## config.mk

```make
export PLATFORM = sky130hd
export DESIGN_NAME = ads_panel
export DESIGN_NICKNAME = d
export VERILOG_FILES = /design/src/ads_buttons.v /design/src/ads_panel.v
export VERILOG_INCLUDE_DIRS = /design/src
export SDC_FILE = /design/constraint.sdc
export NUM_CORES = 1
export LEC_CHECK = 0
export ABC_AREA = 0
export BUFFER_PORTS_ARGS = -buffer_cell sky130_fd_sc_hd__buf_2
export CAP_MARGIN = 25
export CORE_MARGIN = 2
export CORE_UTILIZATION = 55
export DETAILED_ROUTE_END_ITERATION = 16
export PLACE_DENSITY = 0.88
export SKIP_CTS_REPAIR_TIMING = 1
export SLEW_MARGIN = 20
export SYNTH_ARGS = -nofsm -noshare
export SYNTH_HDL_FRONTEND = slang
export SYNTH_SLANG_ARGS = --single-unit
export TNS_END_PERCENT = 50
```

## constraint.sdc

```tcl
create_clock -name i_clk -period 8.5 [get_ports i_clk]
set_input_delay 1.275 -clock i_clk [delete_from_list [all_inputs] [get_ports i_clk]]
set_output_delay 1.275 -clock i_clk [all_outputs]
set_load 0.03 [all_outputs]
```

## src/ads_consts.vh

```
// Purpose: constants for the alarm display and setpoint access panel
// Assumes: 200 MHz clock
// Notes: register indices are word addresses on the plain register port
`ifndef ADS_CONSTS_VH
`define ADS_CONSTS_VH
////////////////////////////////////////////////////////////////////////////
// Timing
`define ADS_CLK_HZ 32'd200000000
`define ADS_TIMEOUT_S 32'd20
`define ADS_TIMEOUT_CYC (`ADS_TIMEOUT_S * `ADS_CLK_HZ)
`define ADS_BLINK_MS 32'd500
`define ADS_BLINK_CYC (`ADS_BLINK_MS * (`ADS_CLK_HZ / 32'd1000))
`define ADS_SAMPLE_MS 32'd10
`define ADS_SAMPLE_CYC (`ADS_SAMPLE_MS * (`ADS_CLK_HZ / 32'd1000))
////////////////////////////////////////////////////////////////////////////
// Register indices
`define ADS_REG_CTRL 3'h0
`define ADS_REG_CODE 3'h1
`define ADS_REG_SP1 3'h2
`define ADS_REG_SP2 3'h3
`define ADS_REG_BARSEG 3'h4
`define ADS_REG_STATUS 3'h5
// Control fields
`define ADS_CTRL_FLASH 0
`define ADS_CTRL_ACCESS 1
`define ADS_CTRL_BARFMT 2
`define ADS_CTRL_A1LOW 3
`define ADS_CTRL_A2HIGH 4
// Reset values
`define ADS_CTRL_RST 5'h00
`define ADS_CODE_RST 16'h0000
`define ADS_SP_RST 16'h0000
////////////////////////////////////////////////////////////////////////////
// Display item codes
`define ADS_SHOW_VALUE 4'h0
`define ADS_SHOW_TAG1 4'h1
`define ADS_SHOW_TAG2 4'h2
`define ADS_SHOW_ON 4'h3
`define ADS_SHOW_OFF 4'h4
`define ADS_SHOW_ENABLE 4'h5
`define ADS_SHOW_ACCESS_CODE_PROMPT 4'h6
`define ADS_SHOW_CODE 4'h7
`define ADS_SHOW_SP1 4'h8
`define ADS_SHOW_SP2 4'h9
`define ADS_SHOW_EDIT 4'hA
// Bargraph
`define ADS_BAR_SEGS 31
`endif

```

## src/ads_buttons.v

```verilog
// Purpose: debounce four push-buttons and report presses
// Assumes: raw buttons synchronous to the clock, active high
// Notes: a press counts once two equal samples agree
`include "ads_consts.vh"
module ads_buttons #(
  parameter [31:0] P_SAMPLE_CYC = `ADS_SAMPLE_CYC
) (
  // Clock and reset
  input wire i_clk,
  input wire i_resetn,
  // Raw buttons: select, up, down, exit
  input wire [3:0] i_raw,
  // Press pulses and combination pulse
  output reg [3:0] o_press,
  output reg o_combo
);
  reg [31:0] cnt;
  reg [3:0] samp;
  reg [3:0] stable;
  wire tick = (cnt == P_SAMPLE_CYC - 32'd1);
  wire [3:0] next_stable = (samp & i_raw) | (stable & (samp | i_raw));
  wire [3:0] rise = next_stable & ~stable;
  wire both_new = next_stable[0] & next_stable[1] & ~(stable[0] & stable[1]);
  ////////////////////////////////////////////////////////////////////////////
  // Sample tick, two-sample agreement, edge and combination detect
  always @(posedge i_clk or negedge i_resetn)
  begin
    if (!i_resetn)
    begin
      cnt <= 32'h0;
      samp <= 4'h0;
      stable <= 4'h0;
      o_press <= 4'h0;
      o_combo <= 1'b0;
    end
    else
    begin
      cnt <= tick ? 32'h0 : cnt + 32'd1;
      o_press <= 4'h0;
      o_combo <= 1'b0;
      if (tick)
      begin
        samp <= i_raw;
        stable <= next_stable;
        if (both_new && rise[0] && rise[1])
        begin
          o_combo <= 1'b1;
          o_press <= rise & 4'hC;
        end
        else
          o_press <= rise;
      end
    end
  end
endmodule // ads_buttons

```

## src/ads_panel.v

```verilog
// Purpose: alarm display flashing, direct setpoint access, setpoint bars
// Assumes: alarm evaluation done outside; buttons synchronous
// Notes: register port word indices in ads_consts.vh
// Operation
// - Flash option alternates value with alarm tag
// - Both alarms active show both tags alternately
// - Flash item: on/off shown on entry, up/down change, exit
// - Select plus up opens direct access menu
// - Direct access off ignores the combination
// - Access item: enable prompt, on/off toggle
// - Four digit code edited digit by digit
// - All zero code means no protection
// - Reset: access off, code zero
// - Entry shows setpoint or code prompt first
// - Exit after matching code goes to setpoint
// - Up/down toggles setpoint one and two
// - Wrong code or 20 s idle leaves
// - Select edits setpoint, exit, exit again leaves
// - Bars below low, above high, value bar
// - Value bar flashes next to setpoint region
// - Region flashes when value reaches setpoint
// - Bad alarm setup flashes scale, no bars
// - Tag flashing only while alarm output active
`include "ads_consts.vh"
module ads_panel #(
  parameter [31:0] P_TIMEOUT_CYC = `ADS_TIMEOUT_CYC,
  parameter [31:0] P_BLINK_CYC = `ADS_BLINK_CYC,
  parameter [31:0] P_SAMPLE_CYC = `ADS_SAMPLE_CYC
) (
  // Clock and reset
  input wire i_clk,
  input wire i_resetn,
  // Register port
  input wire [2:0] i_addr,
  input wire [15:0] i_wdata,
  input wire i_wr,
  input wire i_rd,
  output reg [15:0] o_rdata,
  // Push-buttons
  input wire i_btn_sel,
  input wire i_btn_up,
  input wire i_btn_down,
  input wire i_btn_exit,
  // Alarm state: output active, and value at setpoint
  input wire i_alarm1_out,
  input wire i_alarm2_out,
  input wire i_alarm1_cond,
  input wire i_alarm2_cond,
  // Outer configuration menu hand-over
  input wire i_cfg_enter,
  input wire i_cfg_item,
  output reg o_cfg_done,
  // Displayed value and its bargraph segment
  input wire [15:0] i_value,
  input wire [4:0] i_value_seg,
  // Display
  output reg [3:0] o_disp_item,
  output reg [15:0] o_disp_num,
  output reg [1:0] o_edit_digit,
  output reg [30:0] o_bar,
  output reg o_bar_scale
);
  ////////////////////////////////////////////////////////////////////////////
  // Menu states, one-hot
  localparam [9:0] S_DISP = 10'h001;
  localparam [9:0] S_CF_FLASH = 10'h002;
  localparam [9:0] S_CA_EN = 10'h004;
  localparam [9:0] S_CA_VAL = 10'h008;
  localparam [9:0] S_CA_CODE = 10'h010;
  localparam [9:0] S_CA_EDIT = 10'h020;
  localparam [9:0] S_DA_CODE = 10'h040;
  localparam [9:0] S_DA_EDIT = 10'h080;
  localparam [9:0] S_DA_SP = 10'h100;
  localparam [9:0] S_DA_SPED = 10'h200;

  // Step one BCD digit up or down with wrap
  function [15:0] ads_bcd_step;
    input [15:0] w;
    input [1:0] d;
    input up;
    reg [3:0] n;
    begin
      n = w[d*4 +: 4];
      if (up)
        n = (n >= 4'h9) ? 4'h0 : n + 4'h1;
      else
        n = (n == 4'h0) ? 4'h9 : n - 4'h1;
      ads_bcd_step = w;
      ads_bcd_step[d*4 +: 4] = n;
    end
  endfunction

  ////////////////////////////////////////////////////////////////////////////
  // Reset release through two flip-flops
  reg rst_meta;
  reg rst_n;
  always @(posedge i_clk or negedge i_resetn)
  begin
    if (!i_resetn)
    begin
      rst_meta <= 1'b0;
      rst_n <= 1'b0;
    end
    else
    begin
      rst_meta <= 1'b1;
      rst_n <= rst_meta;
    end
  end

  ////////////////////////////////////////////////////////////////////////////
  // Buttons
  wire [3:0] press;
  wire combo;
  ads_buttons #(
    .P_SAMPLE_CYC(P_SAMPLE_CYC)
  ) u_buttons (
    .i_clk(i_clk),
    .i_resetn(rst_n),
    .i_raw({i_btn_exit, i_btn_down, i_btn_up, i_btn_sel}),
    .o_press(press),
    .o_combo(combo)
  );
  wire p_sel = press[0];
  wire p_up = press[1];
  wire p_dn = press[2];
  wire p_ex = press[3];
  wire p_ud = p_up | p_dn;
  wire p_any = (|press) | combo;

  ////////////////////////////////////////////////////////////////////////////
  // Registers and menu state
  reg [9:0] state;
  reg [4:0] ctrl;
  reg [15:0] code;
  reg [15:0] entry;
  reg [15:0] sp1;
  reg [15:0] sp2;
  reg [4:0] lo_seg;
  reg [4:0] hi_seg;
  reg sp_sel;
  reg [1:0] digit;
  reg [31:0] idle;
  wire in_direct = |(state & (S_DA_CODE | S_DA_EDIT | S_DA_SP | S_DA_SPED));
  wire idle_out = in_direct && (idle == P_TIMEOUT_CYC - 32'd1);
  wire cfg_bad = !ctrl[`ADS_CTRL_A1LOW] || !ctrl[`ADS_CTRL_A2HIGH] ||
    (sp1 >= sp2);

  // Inactivity counter for the direct access menu
  always @(posedge i_clk or negedge rst_n)
  begin
    if (!rst_n)
      idle <= 32'h0;
    else if (!in_direct || p_any)
      idle <= 32'h0;
    else
      idle <= idle + 32'd1;
  end

  // Menu walk, register writes and read data
  always @(posedge i_clk or negedge rst_n)
  begin
    if (!rst_n)
    begin
      state <= S_DISP;
      ctrl <= `ADS_CTRL_RST;
      code <= `ADS_CODE_RST;
      entry <= 16'h0000;
      sp1 <= `ADS_SP_RST;
      sp2 <= `ADS_SP_RST;
      lo_seg <= 5'h00;
      hi_seg <= 5'h1E;
      sp_sel <= 1'b0;
      digit <= 2'h3;
      o_cfg_done <= 1'b0;
      o_rdata <= 16'h0000;
    end
    else
    begin
      o_cfg_done <= 1'b0;
      case (state)
        S_DISP:
        begin
          if (combo && ctrl[`ADS_CTRL_ACCESS])
          begin
            sp_sel <= 1'b0;
            state <= (code == 16'h0000) ? S_DA_SP : S_DA_CODE;
          end
          else if (i_cfg_enter)
            state <= i_cfg_item ? S_CA_EN : S_CF_FLASH;
        end
        S_CF_FLASH:
        begin
          if (p_ud)
            ctrl[`ADS_CTRL_FLASH] <= ~ctrl[`ADS_CTRL_FLASH];
          else if (p_ex)
          begin
            state <= S_DISP;
            o_cfg_done <= 1'b1;
          end
        end
        S_CA_EN:
        begin
          if (p_sel)
            state <= S_CA_VAL;
          else if (p_ud)
            state <= S_CA_CODE;
          else if (p_ex)
          begin
            state <= S_DISP;
            o_cfg_done <= 1'b1;
          end
        end
        S_CA_VAL:
        begin
          if (p_ud)
            ctrl[`ADS_CTRL_ACCESS] <= ~ctrl[`ADS_CTRL_ACCESS];
          else if (p_sel || p_ex)
            state <= S_CA_EN;
        end
        S_CA_CODE:
        begin
          if (p_sel)
          begin
            digit <= 2'h3;
            state <= S_CA_EDIT;
          end
          else if (p_ud)
            state <= S_CA_EN;
          else if (p_ex)
          begin
            state <= S_DISP;
            o_cfg_done <= 1'b1;
          end
        end
        S_CA_EDIT:
        begin
          if (p_ud)
            code <= ads_bcd_step(code, digit, p_up);
          else if (p_sel)
            digit <= digit - 2'h1;
          else if (p_ex)
            state <= S_CA_CODE;
        end
        S_DA_CODE:
        begin
          if (p_sel)
          begin
            entry <= 16'h0000;
            digit <= 2'h3;
            state <= S_DA_EDIT;
          end
          else if (p_ex || idle_out)
            state <= S_DISP;
        end
        S_DA_EDIT:
        begin
          if (idle_out)
            state <= S_DISP;
          else if (p_ud)
            entry <= ads_bcd_step(entry, digit, p_up);
          else if (p_sel)
            digit <= digit - 2'h1;
          else if (p_ex)
            state <= (entry == code) ? S_DA_SP : S_DISP;
        end
        S_DA_SP:
        begin
          if (idle_out)
            state <= S_DISP;
          else if (p_ud)
            sp_sel <= ~sp_sel;
          else if (p_sel)
          begin
            digit <= 2'h3;
            state <= S_DA_SPED;
          end
          else if (p_ex)
            state <= S_DISP;
        end
        S_DA_SPED:
        begin
          if (idle_out)
            state <= S_DISP;
          else if (p_ud && !sp_sel)
            sp1 <= ads_bcd_step(sp1, digit, p_up);
          else if (p_ud)
            sp2 <= ads_bcd_step(sp2, digit, p_up);
          else if (p_sel)
            digit <= digit - 2'h1;
          else if (p_ex)
            state <= S_DA_SP;
        end
        default:
          state <= S_DISP;
      endcase
      // Software writes take precedence over a panel change
      if (i_wr)
      begin
        case (i_addr)
          `ADS_REG_CTRL: ctrl <= i_wdata[4:0];
          `ADS_REG_CODE: code <= i_wdata;
          `ADS_REG_SP1: sp1 <= i_wdata;
          `ADS_REG_SP2: sp2 <= i_wdata;
          `ADS_REG_BARSEG:
          begin
            lo_seg <= i_wdata[4:0];
            hi_seg <= i_wdata[12:8];
          end
          default: ;
        endcase
      end
      // Read data stand only in the cycle after the strobe
      o_rdata <= 16'h0000;
      if (i_rd)
      begin
        case (i_addr)
          `ADS_REG_CTRL: o_rdata <= {11'h000, ctrl};
          `ADS_REG_CODE: o_rdata <= code;
          `ADS_REG_SP1: o_rdata <= sp1;
          `ADS_REG_SP2: o_rdata <= sp2;
          `ADS_REG_BARSEG: o_rdata <= {3'h0, hi_seg, 3'h0, lo_seg};
          `ADS_REG_STATUS: o_rdata <= {4'h0, cfg_bad, sp_sel, state};
          default: o_rdata <= 16'h0000;
        endcase
      end
    end
  end

  ////////////////////////////////////////////////////////////////////////////
  // Blink timer and tag sequence
  reg [31:0] blink_cnt;
  reg [1:0] seq;
  wire blink = seq[0];
  always @(posedge i_clk or negedge rst_n)
  begin
    if (!rst_n)
    begin
      blink_cnt <= 32'h0;
      seq <= 2'h0;
    end
    else if (blink_cnt == P_BLINK_CYC - 32'd1)
    begin
      blink_cnt <= 32'h0;
      seq <= seq + 2'h1;
    end
    else
      blink_cnt <= blink_cnt + 32'd1;
  end

  ////////////////////////////////////////////////////////////////////////////
  // Display selection
  reg [3:0] next_item;
  reg [15:0] next_num;
  always @*
  begin
    next_item = `ADS_SHOW_VALUE;
    next_num = i_value;
    case (state)
      S_DISP:
      begin
        // Flash runs from the active outputs only
        if (ctrl[`ADS_CTRL_FLASH] && blink)
        begin
          if (i_alarm1_out && i_alarm2_out)
            next_item = seq[1] ? `ADS_SHOW_TAG2 : `ADS_SHOW_TAG1;
          else if (i_alarm1_out)
            next_item = `ADS_SHOW_TAG1;
          else if (i_alarm2_out)
            next_item = `ADS_SHOW_TAG2;
        end
      end
      S_CF_FLASH:
        next_item = ctrl[`ADS_CTRL_FLASH] ? `ADS_SHOW_ON : `ADS_SHOW_OFF;
      S_CA_EN:
        next_item = `ADS_SHOW_ENABLE;
      S_CA_VAL:
        next_item = ctrl[`ADS_CTRL_ACCESS] ? `ADS_SHOW_ON : `ADS_SHOW_OFF;
      S_CA_CODE:
        next_item = `ADS_SHOW_ACCESS_CODE_PROMPT;
      S_CA_EDIT:
      begin
        next_item = `ADS_SHOW_EDIT;
        next_num = code;
      end
      S_DA_CODE:
        next_item = `ADS_SHOW_CODE;
      S_DA_EDIT:
      begin
        next_item = `ADS_SHOW_EDIT;
        next_num = entry;
      end
      S_DA_SP:
        next_item = sp_sel ? `ADS_SHOW_SP2 : `ADS_SHOW_SP1;
      S_DA_SPED:
      begin
        next_item = `ADS_SHOW_EDIT;
        next_num = sp_sel ? sp2 : sp1;
      end
      default:
        next_item = `ADS_SHOW_VALUE;
    endcase
  end

  ////////////////////////////////////////////////////////////////////////////
  // Setpoint bargraph
  reg [30:0] next_bar;
  reg next_scale;
  reg [4:0] k;
  integer i;
  wire near_sp = (i_value_seg <= lo_seg) || (i_value_seg >= hi_seg);
  always @*
  begin
    next_bar = 31'h0;
    next_scale = 1'b1;
    k = 5'h00;
    if (ctrl[`ADS_CTRL_BARFMT])
    begin
      if (cfg_bad)
        next_scale = ~blink;
      else
      begin
        for (i = 0; i < `ADS_BAR_SEGS; i = i + 1)
        begin
          k = i[4:0];
          if (k < lo_seg)
            next_bar[i] = ~(i_alarm1_cond && blink);
          else if (k > hi_seg)
            next_bar[i] = ~(i_alarm2_cond && blink);
          else if (k == i_value_seg)
            next_bar[i] = ~(near_sp && blink);
        end
      end
    end
  end

  // Display registers
  always @(posedge i_clk or negedge rst_n)
  begin
    if (!rst_n)
    begin
      o_disp_item <= `ADS_SHOW_VALUE;
      o_disp_num <= 16'h0000;
      o_edit_digit <= 2'h3;
      o_bar <= 31'h0;
      o_bar_scale <= 1'b0;
    end
    else
    begin
      o_disp_item <= next_item;
      o_disp_num <= next_num;
      o_edit_digit <= digit;
      o_bar <= next_bar;
      o_bar_scale <= next_scale;
    end
  end
endmodule // ads_panel

```

Word-level counts from Yosys, hierarchy flattened
Index checks and enable logic that the tools add are counted.
W data, S select, Z words.
- div/mod/pow operators: 0
- bitwise logic cells: 19
- reductions and logical operators: 41
- multiply operators: 0
- equality and inequality tests: 74
- magnitude comparators: 69
- multiplexer cells: 218
- shift operators: 9
- $add $sub $neg: 14
- operator list (cell ; count):
    $mux W16 ; 20
    $mux W10 ; 27
    $shiftx A4 B34 Y16 ; 4
    $mux W1 ; 108
    $mux W4 ; 25
    $pmux W10 S10 ; 1
    $add A32 B1 Y32 const B ; 3
    $mux W32 ; 3
    $pmux W16 S6 ; 1
    $eq A5 B5 Y1 const A ; 15
    $gt A5 B5 Y1 const A ; 15
    $lt A5 B5 Y1 const A ; 15
    $bwmux W16 ; 4
    $shiftx A16 B5 Y4 ; 4
    $mux W31 ; 2
    $pmux W16 S3 ; 1
    $eq A4 B5 Y1 const A ; 8
    $gt A4 B5 Y1 const A ; 8
    $lt A4 B5 Y1 const A ; 8
    $neg A4 Y34 ; 1
    $shift A4 B34 Y16 const A ; 1
    $eq A32 B21 Y1 const B ; 1
    $eq A32 B27 Y1 const B ; 1
    $eq A32 B32 Y1 const B ; 1
    64 further kinds ; 167
- memory bits (read-only): 0
- register bits: 276
- memories: 0
- RAM bits: 0
- latch bits: 0
- input port bits: 54
- output and inout bits: 71

Longest topological paths before layout
- depth in word-level cells: 16
- gate-level depth with buffers: 12

Hierarchy
A second synthesis with hierarchy kept.
- cells, all modules: 1778
- area, all modules: 16652.2 µm²
- modules (own cells, without submodules) (module ; seq. area each (µm²) ; times used ; area an instance (µm²) ; cells an instance):
    ads_panel ; 5791.8 ; 1 ; 14528.9 ; 1583
    ads_buttons ; 1126.1 ; 1 ; 2123.3 ; 195

Worst setup path before layout
Ideal clock, no wire load.
- path kind: in2reg
- start: input port i_value_seg[0]
- end: register o_bar[25]
- arrival: 3151 ps
- path buffers: 2
- required time: 8396 ps
- stages on the path: 11
- setup slack: 5245 ps
- path through: clkbuf_1 -> inv_1 -> ha_1 -> inv_1 -> a21boi_0 -> o21ai_0 -> a21oi_1 -> o21ai_0 -> clkbuf_1 -> nand4b_1 -> a221oi_1
- longest elaborated chain between the ends: 9
- elaborated cells between the ends (all ways): 11
- those cells by class: order compare (2); eq/ne (1); mux (5); bitwise (1); reduce/logical (2)
- ends and longest elaborated chain (element ; RTL line ; RTL):
    start: declaration ; ads_panel.v:55 ; input wire [4:0] i_value_seg,
    $le A5 B5 Y1 / $ge A5 B5 Y1 (equally long branches) ; ads_panel.v:411 ; wire near_sp = (i_value_seg <= lo_seg) || (i_value_seg >= hi_seg);
    $logic_or A1 B1 Y1 ; ads_panel.v:411 ;
    $logic_and A1 B1 Y1 ; ads_panel.v:431 ; next_bar[i] = ~(near_sp && blink);
    $not A1 Y1 ; ads_panel.v:431 ;
    $mux W1 * ; ads_panel.v:430 ; else if (k == i_value_seg)
    $mux W1 * ; ads_panel.v:428 ; else if (k > hi_seg)
    $mux W1 * ; ads_panel.v:426 ; if (k < lo_seg)
    $mux W31 * ; ads_panel.v:419 ; if (cfg_bad)
    $mux W31 * ; ads_panel.v:417 ; if (ctrl[`ADS_CTRL_BARFMT])
    via next_bar[25] ; ads_panel.v:407 ; reg [30:0] next_bar;
    end signal: assignment ; ads_panel.v:453 ; o_bar <= next_bar;
    end: declaration ; ads_panel.v:60 ; output reg [30:0] o_bar,
The timed path passes the listed nets; every way through them passes the cells marked *.
A chain may end at the register's enable or synchronous reset.

Worst setup path in the final report
- start: register lo_seg[4]
- end: register o_bar[9]
- longest elaborated chain between the ends: 9
- elaborated cells between the ends (all ways): 10
- those cells by class: order compare (2); mux (5); bitwise (1); reduce/logical (2)
- ends and longest elaborated chain (element ; RTL line ; RTL):
    start: declaration ; ads_panel.v:139 ; reg [4:0] lo_seg;
    start signal: assignment ; ads_panel.v:307 ; lo_seg <= i_wdata[4:0];
    $le A5 B5 Y1 ; ads_panel.v:411 ;
    $logic_or A1 B1 Y1 ; ads_panel.v:411 ;
    $logic_and A1 B1 Y1 ; ads_panel.v:431 ;
    $not A1 Y1 ; ads_panel.v:431 ;
    $mux W1 ; ads_panel.v:430 ;
    $mux W1 ; ads_panel.v:428 ;
    $mux W1 * ; ads_panel.v:426 ;
    $mux W31 * ; ads_panel.v:419 ;
    $mux W31 * ; ads_panel.v:417 ;
    via next_bar[9] ; ads_panel.v:407 ;
Marked as above.

==> summary.txt <==
GRT
  • Largest net degree at the start of global routing: 85
  • GRT Util Overall: 31.8%
  • Global-route wire length before repair: 77800 um
  • Antenna violations before repair: 2
  • Remaining Overflow, GRT: 0
  • Number of global-route vias before repair: 14100

Finish
  • FILL cells: 2309
  • Final core utilization: 63.3%
  • Final Instance Area: 18200 um^2
  • Layout cell share with drive strength beyond 1: 15.4%
  • Most frequent cells in the layout: dfrtp_1, nand2_1, nor2_1
  • Area growth from synthesis to layout: 13.1%
  • Most common cell after layout, fill and taps aside: dfrtp_1
  • Nets@finish: 1929
  • Area occupied by multi-input gates: 8660 um^2
  • Storage cell area: 6920 um^2
  • ANT cells: 0

Setup path
  • FF-to-FF End: o_bar[9]
  • CP delay by family, top: compound AO/OA/AOI/OAI gates
  • CP peak stage delay: 0.79 ns
  • CP endpoint kind: flip-flop
  • CP Cell Sequence: clkinv_1 > ha_1 > and3_1 > a31oi_1 > o21ai_0 > o21ai_2 > buf_4 > a22oi_1 > a211oi_1
  • Worst Setup Path Type: reg2reg
  • Worst Path Arrival: 4.05 ns
  • Nature of the critical path startpoint: flip-flop
  • Max FO, Critical Path: 19
  • Worst r2r path cells: 9
  • CP required: 8.94 ns
  • Slowest CP cell: dfrtp_1
  • CP bufs+invs: 2
  • R2R setup slack: 4.89 ns
  • Worst r2r src: lo_seg[4]

Die
  • Die ar.: 30700 um^2
  • Die Width: 175 um
  • Number of I/O pins: 125
  • Initial cell density of the core: 55.9%
  • Die Y: 175 um
  • Area of the core: 28800 um^2
  • Cell Rows: 62

Power
  • Combinational Power Share: 20.3%
  • LEAKAGE: 7.93 nW
  • P_int: 2.66 mW
  • Switching share of power: 32.3%
  • Max IR drop VDD: 0.175 mV
  • Final Power: 3.93 mW
  • Sequential Power Share: 41.1%
  • Clk pwr share: 38.6%
  • PD cells: 216 nW/um^2
  • NetSw: 1.27 mW

Route
  • Vias per cell: 6.69
  • Iteration-0 DRC Markers: 2140
  • Vias: 15000
  • # DRC: 0
  • WL per Instance: 22.0 um
  • Routed Antenna Nets: 0
  • WL final: 49200 um
  • Drt pass-1 iters: 6

CTS
  • CTS H-tree lvls: 1
  • CTS tree: done
  • Clock Sinks: 276
  • Clk buf depth: 3
  • TritonCTS Buffers: 31
  • Clk_lat worst skew: 0.58 ns
  • CTS clock-pin slew for the worst setup and hold paths: 0.06 ns
  • Root Buffer: clkbuf_16

Yosys
  • Unique cell type count in the Yosys netlist: 85
  • Synth warn: 0
  • Syn Nets: 1843
  • #FFs+latches synth: 276
  • Cells after synthesis: 1741
  • Ys flop type: dfrtp_1
  • Register area share after synthesis: 43.0%
  • Average cell area after synthesis: 9.25 um^2
  • Cell Area, Synth: 16100 um^2
  • Post-synth EDFFs: 0
  • FFs w/ async S/R, synth: 100%

Place
  • PortBufs: 124
  • Hpwl dp: 34600 um
  • Dpl cell area: 17000 um^2
  • GP Congestion: 1.04
  • Worst slack, placed: 4.66 ns

Timing
  • Setup ws final: 4.89 ns
  • Final Skew: 0.0317 ns
  • Achievable frequency: 277 MHz
  • Hold Fails Final Rpt: 0
  • Setup TNS: 0 ns
  • Fin. max-slew vios: 0
  • RSZ-0062 raised after global routing: false
  • Min cycle time layout: 3.61 ns
  • Final setup vio count: 0
  • Relative slew slack: 26.2%
  • Worst Tran Pin Value: 1.09 ns
  • Fin crit share: 42.5%

Run
  • Max Cap Violations: 0

Outcome
  • Status: complete, no violations

Hold path
  • Worst Hold Class: reg2async
[per-layer routing]
layer / routed length, um / up-vias / global-route usage (%) / share of wire (%)
met1: 19000 / 7199 / 42.9 / 39
li1: - / 6563 / - / -
met2: 22100 / 956 / 49.9 / 45
met4: 2470 / 0 / 14.4 / 5.0
met3: 5590 / 232 / 6.53 / 11
met5: 0 / - / 0 / 0
[worst reg2reg max path, cell delays in order (launching register included)]
cell	delay, ns
dfrtp_1	0.79
clkinv_1	0.47
ha_1	0.41
and3_1	0.15
a31oi_1	0.17
o21ai_0	0.14
o21ai_2	0.59
buf_4	0.35
a22oi_1	0.11
a211oi_1	0.31
[how the worst max path moves through the flow]
stage | from | endpoint | slack, ns | cells after the start
floorplan | rst_n | blink_cnt[0] | 0.25 | 0
global placement | i_value_seg[4] | o_bar[8] | 4.75 | 9
detailed placement | i_value_seg[4] | o_bar[9] | 4.66 | 9
CTS | lo_seg[4] | o_bar[8] | 4.95 | 9
global route | lo_seg[4] | o_bar[8] | 4.73 | 9
finish | lo_seg[4] | o_bar[9] | 4.89 | 9
[logic make-up (layout without fill, tap and decap cells)]
family | after synthesis | count (layout) | synth area share, %
buf+inv | 138 | 249 | 3.34
simple gates | 699 | 699 | 21.8
xor+xnor | 105 | 105 | 5.71
other cells | 1 | 1 | 0.0233
fa+ha+maj | 48 | 48 | 3.73
mux | 59 | 59 | 5.22
flops | 276 | 276 | 43.0
compound gates | 415 | 415 | 17.2
[area by class of cell]
cell class                      count  share of cell area (%)
Clock buffer                       36                    4.64
Timing Repair Buffer              138                    4.21
Tap cell                          384                    2.64
Sequential cell                   276                    38.0
Inverter                           53                    1.09
Multi-Input combinational cell   1327                    47.6
Clock inverter                     22                    1.85
[synth_stat cells (26+ instances only)]
| master | number | share of area [%] |
|---|---|---|
| nand3_1 | 63 | 2.0 |
| a211oi_1 | 28 | 1.3 |
| ha_1 | 48 | 3.7 |
| inv_1 | 50 | 1.2 |
| clkbuf_1 | 73 | 1.7 |
| a21oi_1 | 95 | 3.0 |
| o21ai_0 | 96 | 3.0 |
| xnor2_1 | 41 | 2.2 |
| nor3_1 | 42 | 1.3 |
| dfrtp_1 | 267 | 42 |
| a22oi_1 | 52 | 2.4 |
| nor2_1 | 175 | 4.1 |
| mux2_2 | 30 | 2.1 |
| and3_1 | 26 | 1.0 |
| nand4_1 | 26 | 1.0 |
| nor4_1 | 32 | 1.2 |
| nand2_1 | 190 | 4.4 |
| xor2_1 | 64 | 3.5 |
[sequential cells by signal (all words and copies together) (netlist names), 2 cells and up]
name / flops
blink_cnt: 32
code: 16
ctrl: 5
digit: 2
entry: 16
hi_seg: 5
idle: 32
lo_seg: 5
o_bar: 31
o_disp_item: 4
o_disp_num: 16
o_edit_digit: 2
o_rdata: 16
seq: 2
sp1: 16
sp2: 16
state: 10
u_buttons.cnt: 32
u_buttons.o_press: 4
u_buttons.samp: 4
u_buttons.stable: 4
[power groups by stage]
stage                     Sequential [mW]  Clock (mW)  Combinational, mW
after global placement               1.63           0              0.746
after detailed placement             1.63           0              0.767
after CTS                            1.60        1.53              0.775
final                                1.62        1.52              0.798
after floorplan                      1.58           0              0.526
after global routing                 1.62        1.59              0.872
[through the flow]
stage	std cells	hold WS, ns
2_1_floorplan	1741	0.331
3_3_place_gp	2175	0.334
3_5_place_dp	2175	0.339
4_1_cts	2233	0.353
5_1_grt	2236	0.320
6_report	2236	0.272
Note: power is estimated with default switching activity, not from simulation.
